$ cat src/verilog/sfdp_pkg.sv
// package: constants, types and byte map of the discoverable parameter table
`default_nettype none
package sfdp_pkg;

    // ************************************************************
    // command and address space
    // ************************************************************
    localparam logic [7:0] SFDP_READ_OPCODE = 8'h5a;
    localparam int SFDP_ADDR_W = 24;
    localparam logic [7:0] SFDP_FILL_BYTE = 8'hff;

    // ************************************************************
    // fourth parameter header, bytes 20h..27h
    // ************************************************************
    localparam logic [23:0] SFDP_OFS_P4_ID_LOW = 24'h000020;
    localparam logic [23:0] SFDP_OFS_P4_MINOR_REV = 24'h000021;
    localparam logic [23:0] SFDP_OFS_P4_MAJOR_REV = 24'h000022;
    localparam logic [23:0] SFDP_OFS_P4_LENGTH = 24'h000023;
    localparam logic [23:0] SFDP_OFS_P4_PTR_BYTE0 = 24'h000024;
    localparam logic [23:0] SFDP_OFS_P4_PTR_BYTE1 = 24'h000025;
    localparam logic [23:0] SFDP_OFS_P4_PTR_BYTE2 = 24'h000026;
    localparam logic [23:0] SFDP_OFS_P4_ID_HIGH = 24'h000027;

    localparam logic [7:0] SFDP_VAL_P4_ID_LOW = 8'h87;
    localparam logic [7:0] SFDP_VAL_P4_MINOR_REV = 8'h00;
    localparam logic [7:0] SFDP_VAL_P4_MAJOR_REV = 8'h01;
    localparam logic [7:0] SFDP_VAL_P4_LENGTH = 8'h1c;
    localparam logic [7:0] SFDP_VAL_P4_PTR_BYTE0 = 8'h58;
    localparam logic [7:0] SFDP_VAL_P4_PTR_BYTE1 = 8'h01;
    localparam logic [7:0] SFDP_VAL_P4_PTR_BYTE2 = 8'h00;
    localparam logic [7:0] SFDP_VAL_P4_ID_HIGH = 8'hff;

    // ************************************************************
    // basic parameter words 1 to 4, bytes 100h..10dh
    // ************************************************************
    localparam logic [23:0] SFDP_OFS_W1_FLAGS = 24'h000100;
    localparam logic [23:0] SFDP_OFS_W1_ERASE4K_OPCODE = 24'h000101;
    localparam logic [23:0] SFDP_OFS_W1_READ_SUPPORT = 24'h000102;
    localparam logic [23:0] SFDP_OFS_W1_UNUSED = 24'h000103;
    localparam logic [23:0] SFDP_OFS_DENSITY_BYTE0 = 24'h000104;
    localparam logic [23:0] SFDP_OFS_DENSITY_BYTE1 = 24'h000105;
    localparam logic [23:0] SFDP_OFS_DENSITY_BYTE2 = 24'h000106;
    localparam logic [23:0] SFDP_OFS_DENSITY_BYTE3 = 24'h000107;
    localparam logic [23:0] SFDP_OFS_QUAD_IO_CYCLES = 24'h000108;
    localparam logic [23:0] SFDP_OFS_QUAD_IO_OPCODE = 24'h000109;
    localparam logic [23:0] SFDP_OFS_QUAD_OUT_CYCLES = 24'h00010a;
    localparam logic [23:0] SFDP_OFS_QUAD_OUT_OPCODE = 24'h00010b;
    localparam logic [23:0] SFDP_OFS_DUAL_OUT_CYCLES = 24'h00010c;
    localparam logic [23:0] SFDP_OFS_DUAL_OUT_OPCODE = 24'h00010d;

    localparam logic [7:0] SFDP_VAL_W1_FLAGS = 8'he7;
    localparam logic [7:0] SFDP_VAL_W1_ERASE4K_OPCODE = 8'h20;
    localparam logic [7:0] SFDP_VAL_W1_READ_SUPPORT = 8'hfa;
    localparam logic [7:0] SFDP_VAL_W1_UNUSED = 8'hff;
    localparam logic [7:0] SFDP_VAL_DENSITY_LOW = 8'hff;
    localparam logic [7:0] SFDP_VAL_DENSITY_TOP_256M = 8'h0f;
    localparam logic [7:0] SFDP_VAL_DENSITY_TOP_512M = 8'h1f;
    localparam logic [7:0] SFDP_VAL_DENSITY_TOP_1G = 8'h3f;
    localparam logic [7:0] SFDP_VAL_QUAD_IO_CYCLES = 8'h48;
    localparam logic [7:0] SFDP_VAL_QUAD_IO_OPCODE = 8'heb;
    localparam logic [7:0] SFDP_VAL_QUAD_OUT_CYCLES = 8'h08;
    localparam logic [7:0] SFDP_VAL_QUAD_OUT_OPCODE = 8'h6b;
    localparam logic [7:0] SFDP_VAL_DUAL_OUT_CYCLES = 8'h00;
    localparam logic [7:0] SFDP_VAL_DUAL_OUT_OPCODE = 8'hff;

    // ************************************************************
    // types
    // ************************************************************
    typedef enum logic [1:0] {
        SFDP_DENS_256M,
        SFDP_DENS_512M,
        SFDP_DENS_1G,
        SFDP_DENS_RSVD
    } sfdp_density_t;

    // one command from the serial front end
    typedef struct packed {
        logic start;
        logic [7:0] opcode;
        logic [23:0] addr;
    } sfdp_cmd_t;

    // byte handed back to the serial front end
    typedef struct packed {
        logic valid;
        logic [7:0] data;
    } sfdp_rsp_t;

endpackage : sfdp_pkg
`default_nettype wire

$ cat src/verilog/sfdp_parameter_rom.sv
// module: byte server for the discoverable parameter table
`timescale 1ns/100ps
`default_nettype none

// Overview of operation
// RULE_01: byte 20h returns 87h, the register map parameter identifier low byte.
// RULE_02: bytes 21h and 22h return revision 00h minor and 01h major.
// RULE_03: byte 23h returns 1Ch, a 28 word parameter table length.
// RULE_04: bytes 24h to 26h return 58h 01h 00h, pointer 158h little endian.
// RULE_05: byte 27h returns FFh, the parameter identifier high byte.
// RULE_06: byte 100h returns E7h, first basic word flag byte.
// RULE_07: byte 101h returns 20h, the 4KB erase opcode.
// RULE_08: byte 102h returns FAh, supported read protocols and address width.
// RULE_09: byte 103h returns FFh, unused top byte of word one.
// RULE_10: bytes 104h-106h return FFh; 107h returns 0Fh, 1Fh or 3Fh by density.
// RULE_11: byte 108h returns 48h, quad io mode and dummy cycles.
// RULE_12: byte 109h returns EBh, the quad io read opcode.
// RULE_13: byte 10Ah returns 08h, quad output mode and dummy cycles.
// RULE_14: byte 10Bh returns 6Bh, the quad output read opcode.
// RULE_15: byte 10Ch returns 00h and byte 10Dh returns FFh for dual output.
// RULE_16: two independent tables; one varies with the density option.
// RULE_17: reads use opcode 5Ah and address the table from byte zero.
// RULE_18: bytes come from a fixed lookup; each delivered byte advances address.
module sfdp_parameter_rom
    import sfdp_pkg::*;
(
    input wire logic sys_clk_i,
    input wire logic rst_b_i,
    input wire sfdp_cmd_t cmd_i,
    input wire logic byte_ack_i,
    input wire logic cmd_end_i,
    input wire sfdp_density_t density_sel_i,
    output sfdp_rsp_t rsp_o,
    output logic [23:0] addr_o
);

    // ************************************************************
    // lookup
    // ************************************************************

    // density dependent top byte of the zero based bit count
    function automatic logic [7:0] sfdp_density_top(input sfdp_density_t sel);
        logic [7:0] v;
        v = SFDP_VAL_DENSITY_TOP_256M;
        case (sel)
            SFDP_DENS_512M: v = SFDP_VAL_DENSITY_TOP_512M;
            SFDP_DENS_1G: v = SFDP_VAL_DENSITY_TOP_1G;
            default: v = SFDP_VAL_DENSITY_TOP_256M; // reserved code reads as smallest part
        endcase
        return v;
    endfunction : sfdp_density_top

    // fixed byte map; neighbouring tables live elsewhere, so anything
    // outside the covered ranges reads as erased fill
    function automatic logic [7:0] sfdp_lookup(input logic [23:0] a, input sfdp_density_t sel);
        logic [7:0] v;
        v = SFDP_FILL_BYTE;
        if (a == SFDP_OFS_P4_ID_LOW)
            v = SFDP_VAL_P4_ID_LOW; // [RULE_01]
        else if (a == SFDP_OFS_P4_MINOR_REV)
            v = SFDP_VAL_P4_MINOR_REV; // [RULE_02]
        else if (a == SFDP_OFS_P4_MAJOR_REV)
            v = SFDP_VAL_P4_MAJOR_REV; // [RULE_02]
        else if (a == SFDP_OFS_P4_LENGTH)
            v = SFDP_VAL_P4_LENGTH; // [RULE_03]
        else if (a == SFDP_OFS_P4_PTR_BYTE0)
            v = SFDP_VAL_P4_PTR_BYTE0; // [RULE_04]
        else if (a == SFDP_OFS_P4_PTR_BYTE1)
            v = SFDP_VAL_P4_PTR_BYTE1; // [RULE_04]
        else if (a == SFDP_OFS_P4_PTR_BYTE2)
            v = SFDP_VAL_P4_PTR_BYTE2; // [RULE_04]
        else if (a == SFDP_OFS_P4_ID_HIGH)
            v = SFDP_VAL_P4_ID_HIGH; // [RULE_05]
        else if (a == SFDP_OFS_W1_FLAGS)
            v = SFDP_VAL_W1_FLAGS; // [RULE_06]
        else if (a == SFDP_OFS_W1_ERASE4K_OPCODE)
            v = SFDP_VAL_W1_ERASE4K_OPCODE; // [RULE_07]
        else if (a == SFDP_OFS_W1_READ_SUPPORT)
            v = SFDP_VAL_W1_READ_SUPPORT; // [RULE_08]
        else if (a == SFDP_OFS_W1_UNUSED)
            v = SFDP_VAL_W1_UNUSED; // [RULE_09]
        else if (a == SFDP_OFS_DENSITY_BYTE0)
            v = SFDP_VAL_DENSITY_LOW; // [RULE_10]
        else if (a == SFDP_OFS_DENSITY_BYTE1)
            v = SFDP_VAL_DENSITY_LOW; // [RULE_10]
        else if (a == SFDP_OFS_DENSITY_BYTE2)
            v = SFDP_VAL_DENSITY_LOW; // [RULE_10]
        else if (a == SFDP_OFS_DENSITY_BYTE3)
            v = sfdp_density_top(sel); // [RULE_10] [RULE_16]
        else if (a == SFDP_OFS_QUAD_IO_CYCLES)
            v = SFDP_VAL_QUAD_IO_CYCLES; // [RULE_11]
        else if (a == SFDP_OFS_QUAD_IO_OPCODE)
            v = SFDP_VAL_QUAD_IO_OPCODE; // [RULE_12]
        else if (a == SFDP_OFS_QUAD_OUT_CYCLES)
            v = SFDP_VAL_QUAD_OUT_CYCLES; // [RULE_13]
        else if (a == SFDP_OFS_QUAD_OUT_OPCODE)
            v = SFDP_VAL_QUAD_OUT_OPCODE; // [RULE_14]
        else if (a == SFDP_OFS_DUAL_OUT_CYCLES)
            v = SFDP_VAL_DUAL_OUT_CYCLES; // [RULE_15]
        else if (a == SFDP_OFS_DUAL_OUT_OPCODE)
            v = SFDP_VAL_DUAL_OUT_OPCODE; // [RULE_15]
        return v;
    endfunction : sfdp_lookup

    // ************************************************************
    // state
    // ************************************************************

    typedef enum logic [0:0] {
        SFDP_ST_IDLE,
        SFDP_ST_SERVE
    } sfdp_state_t;

    typedef struct packed {
        sfdp_state_t st;
        logic [23:0] addr;
        logic [7:0] data;
        logic valid;
    } sfdp_regs_t;

    sfdp_regs_t regs_q;
    sfdp_regs_t regs_d;

    // next state: a new 5Ah command always restarts, even mid-stream, so a
    // front end that lost a deselect cannot leave a stale address behind
    always_comb
    begin
        regs_d = regs_q;
        case (regs_q.st)
            SFDP_ST_IDLE:
            begin
                regs_d.valid = 1'b0;
            end
            SFDP_ST_SERVE:
            begin
                if (cmd_end_i)
                begin
                    regs_d.st = SFDP_ST_IDLE;
                    regs_d.valid = 1'b0;
                end
                else if (byte_ack_i)
                begin
                    // 24 bit address wraps at the top of the space
                    regs_d.addr = regs_q.addr + 24'h000001; // [RULE_18]
                    regs_d.data = sfdp_lookup(regs_d.addr, density_sel_i); // [RULE_18]
                end
                else
                begin
                    // keep the byte current if the density strap moves
                    regs_d.data = sfdp_lookup(regs_q.addr, density_sel_i);
                end
            end
            default:
            begin
                regs_d.st = SFDP_ST_IDLE;
                regs_d.valid = 1'b0;
            end
        endcase
        // only the discoverable read opcode opens the table
        if (cmd_i.start && (cmd_i.opcode == SFDP_READ_OPCODE)) // [RULE_17]
        begin
            regs_d.st = SFDP_ST_SERVE;
            regs_d.addr = cmd_i.addr; // [RULE_17]
            regs_d.data = sfdp_lookup(cmd_i.addr, density_sel_i); // [RULE_18]
            regs_d.valid = 1'b1;
        end
    end

    // state register
    always_ff @(posedge sys_clk_i or negedge rst_b_i)
    begin
        if (!rst_b_i)
        begin
            regs_q.st <= SFDP_ST_IDLE;
            regs_q.addr <= 24'h000000;
            regs_q.data <= 8'h00;
            regs_q.valid <= 1'b0;
        end
        else
        begin
            regs_q <= regs_d;
        end
    end

    // ************************************************************
    // outputs
    // ************************************************************

    // straight from the state flops
    assign rsp_o.valid = regs_q.valid;
    assign rsp_o.data = regs_q.data;
    assign addr_o = regs_q.addr;

endmodule : sfdp_parameter_rom
`default_nettype wire

$ cat config.mk
export PLATFORM = sky130hd
export DESIGN_NAME = sfdp_parameter_rom
export DESIGN_NICKNAME = d
export VERILOG_FILES = /design/src/verilog/sfdp_pkg.sv /design/src/verilog/sfdp_parameter_rom.sv
export SDC_FILE = /design/constraint.sdc
export NUM_CORES = 1
export LEC_CHECK = 0
export BUFFER_PORTS_ARGS = -buffer_cell sky130_fd_sc_hd__buf_2
export CAP_MARGIN = 20
export CORE_ASPECT_RATIO = 0.5
export CORE_MARGIN = 2
export CORE_UTILIZATION = 28
export DETAILED_ROUTE_END_ITERATION = 7
export SYNTH_ARGS = -nofsm -noshare
export SYNTH_HDL_FRONTEND = slang
export SYNTH_SLANG_ARGS = --single-unit
$ cat constraint.sdc
create_clock -name sys_clk_i -period 3.6 [get_ports sys_clk_i]
set_clock_uncertainty 0.1 [all_clocks]
set_input_delay 0.72 -clock sys_clk_i [delete_from_list [all_inputs] [get_ports sys_clk_i]]
set_output_delay 0.72 -clock sys_clk_i [all_outputs]
set_load 0.1 [all_outputs]
==> out/metrics.csv <==
metric,value,unit
post-synthesis cell area,4068,um^2
overflow left after global routing,0,
outcome,"finished, final reports clean",
Maximum Capacitance Violations,0,
DIE AREA,15570,um^2
Yosys top cell area share,20.92,%
number of standard cells after synthesis,581,
global-route usage over all layers,17.64,%
# setup viols final,0,
worst hold path type,register to register,
maximum number of pins on one net before global-route repair,50,
total of buffers placed on input and output ports,71,
final cycle utilization of the critical path,91.00,%
initial standard-cell utilization of the core,28.42,%
"Async S/R FF share, synth",100.0,%
Setup crit start kind,register,
ratio of cells with drive above 1 in the final layout,21.23,%
met3 usage in global routing,3.444,%
floorplan row count,31,
Worst Path Buf+Inv,1,
slowest CP cell,or4_1,
Clock transition at path regs,0.06,ns
Arrival @ worst endpoint,3.34,ns
grt peak-use layer,met1,
standard cell area after detailed placement,4499,um^2
commonest cells in the synthesized netlist,"72 x nand2_1, 50 x o21ai_0, 38 x nor2_1",
via count,4491,
data required time at the worst endpoint,3.67,ns
Global Route met2 Usage,25.90,%
"Seq/Total Area, Yosys",20.92,%
number of failing hold endpoints at the final stage,0,
met1 Resource Use GR,25.91,%
first-pass GRT wire length,21830,um
critical path class,register to register,
Placeable Area,14310,um^2
RSZ-0062 raised after global routing,no,
antenna-violating nets left,0,
clock tree from TritonCTS,done,
Routed WL,14060,um
maximum vdd ir drop,0.0001315,V
total negative slack,0,ns
P&R area growth vs syn,14.40,%
crit path capture type,register,
half-perimeter wire length of the detailed placement result,10680,um
root buffer cell,clkbuf_16,
count of pins on the block boundary,72,
first-pass iteration count of the detailed router,5,
cts bufs inserted,5,
post-detailed-route via-to-cell ratio,5.510,
number of buffers on the longest clock path,2,
start point of the worst hold path,rsp_o[8],
number of flops mapped to enable cells by yosys,0,
cell class contributing the biggest share of worst-path delay,simple AND/OR/NAND/NOR gates,
flip-flop cell with the highest count after synthesis,dfrtp_1,
Critical Path Most Common Cell,a21oi_1,
Iteration-0 DRC Markers,382,
number of warnings issued by yosys,0,
Netlist cell types,69,
most area-consuming cells after synthesis,"dfrtp_1 21%, buf_4 6.6%, nand2_1 6.6%",
most instantiated library cell after synthesis,nand2_1,
number of antenna violations at the first check in global routing,0,
number of DRC violations after detailed routing,0,
routability congestion estimate,0.9354,
Diodes inserted,0,
# hold bufs at CTS,0,
wire per inst,17.25,um
peak fanout along the critical path,10,
net count of the mapped netlist,626,
Die H,89.23,um
worst setup path start,addr_o[7],
total leakage power,1.858,nW
NumNets Final,662,
maximum frequency from static timing analysis,305.2,MHz
delay of the slowest cell on the worst path,0.71,ns
die width,174.5,um
syn_area_per_cell,7.001,um^2
clock latency on the worst-skew pair,0.29,ns
fin crit period,3.276,ns
vias in the first global route,3952,
Slew Limit Fails,0,
dominant cell type by area after synthesis,dfrtp_1,
slew at the pin closest to its max-slew limit,0.8485,ns
worst max-slew margin expressed relative to the limit,43.43,%
cell-by-cell listing of the critical path,nor3_1 -> nand4_1 -> or4_1 -> buf_4 -> o311ai_0 -> a21oi_1 -> a21oi_1 -> o21ai_0 -> a211o_1,
power density over the cells,334.0,nW/um^2
total of flip-flops plus latches after synthesis,34,
clk sink count,34,
post-route standard cell area excluding fillers,4653,um^2
CTS H-tree depth,2,
worst reg2reg path startpoint,addr_o[7],
path summary, 6_finish.rpt:
path | to | slack [ns] | depth (start not counted)
setup / recovery | rsp_o[3] | 0.32 | 9
hold / removal | rsp_o[8] | 0.38 | 1
setup reg to reg | rsp_o[3] | 0.32 | 9
hold reg to reg | rsp_o[8] | 0.38 | 1
max in group asynchronous | regs_q[33] | 2.43 | 1
min in group asynchronous | addr_o[20] | 0.44 | 1
per-layer routing:
layer,wire length [um],up-vias
met4,288,0
li1,-,2155
met3,1070,26
met1,6800,2100
met5,0,-
met2,5900,210
cell families after synthesis:
kind of cell	share of synthesized area, %
and+or+nand+nor	33.31
DFF	20.92
muxes	1.261
xor gates and xnor gates	7.751
buffers and inverters	12.73
AOI/OAI and AO/OA	22.18
adders and majority gates	1.846
worst register-to-register path: cells and delay by family (launching register included):
family,cells,cell delay [ns]
AOI/OAI and AO/OA,5,1.00
DFF,1,0.49
and+or+nand+nor,3,1.36
buffers and inverters,1,0.21
stage by stage:
step	std cells	worst slack [ns]	hold WS [ns]	power [W]	util (%)
4_1_cts	814	0.2917	0.3777	0.001554	32.36
5_1_grt	815	0.04566	0.3992	0.001634	32.51
3_3_place_gp	807	0.2379	0.3574	0.001133	31.44
6_report	815	0.3238	0.3821	0.001554	32.51
2_1_floorplan	581	0.5488	0.3244	0.0009957	-
3_5_place_dp	807	0.1647	0.3651	0.001130	31.44
cell type report:
class / instances / area, um^2
flip-flops and latches: 34 / 850.8
clock buffers: 7 / 132.6
multi-input cells: 450 / 2718
repair buffers: 109 / 640.6
inverters: 17 / 63.81
well taps: 198 / 247.7
fillers: 1537 / 9659
power by group:
part	internal [W]	switching, W	leakage, nW
clock	0.000253	0.000164	0.0640
sequential	0.000413	0.0000360	0.452
combinational	0.000180	0.000508	1.34
state kept, by name (all words and copies together), names as in the netlist:
register	cells
addr_o	24
rsp_o	9
regs_q	1
repair_timing:
action / in CTS / in global routing
resized for setup: 0 / 2
endpoints found under the setup margin: 0 / 1
hold endpoints to repair: 0 / 0
setup buffers: 0 / 1
cell usage in the layout, fill, tap and decap left out, drive strengths merged, types with 3 or more instances in the layout:
master,instances
o21ai,55
a22oi,4
nand2,72
xnor2,25
and4,3
o22ai,4
ha,6
mux2i,4
a211oi,3
or3,10
a21o,3
a21oi,29
dfrtp,34
xor2,11
inv,17
a31oi,8
o31a,3
a211o,3
nand3,27
and3,6
a31o,3
nor2b,6
nor4,23
and2,5
nor2,39
nand2b,4
or2,3
or4,8
nand4,17
nor3,27
buf,109
clkbuf,7
o21a,3
Power figures use the tool's default switching activity.
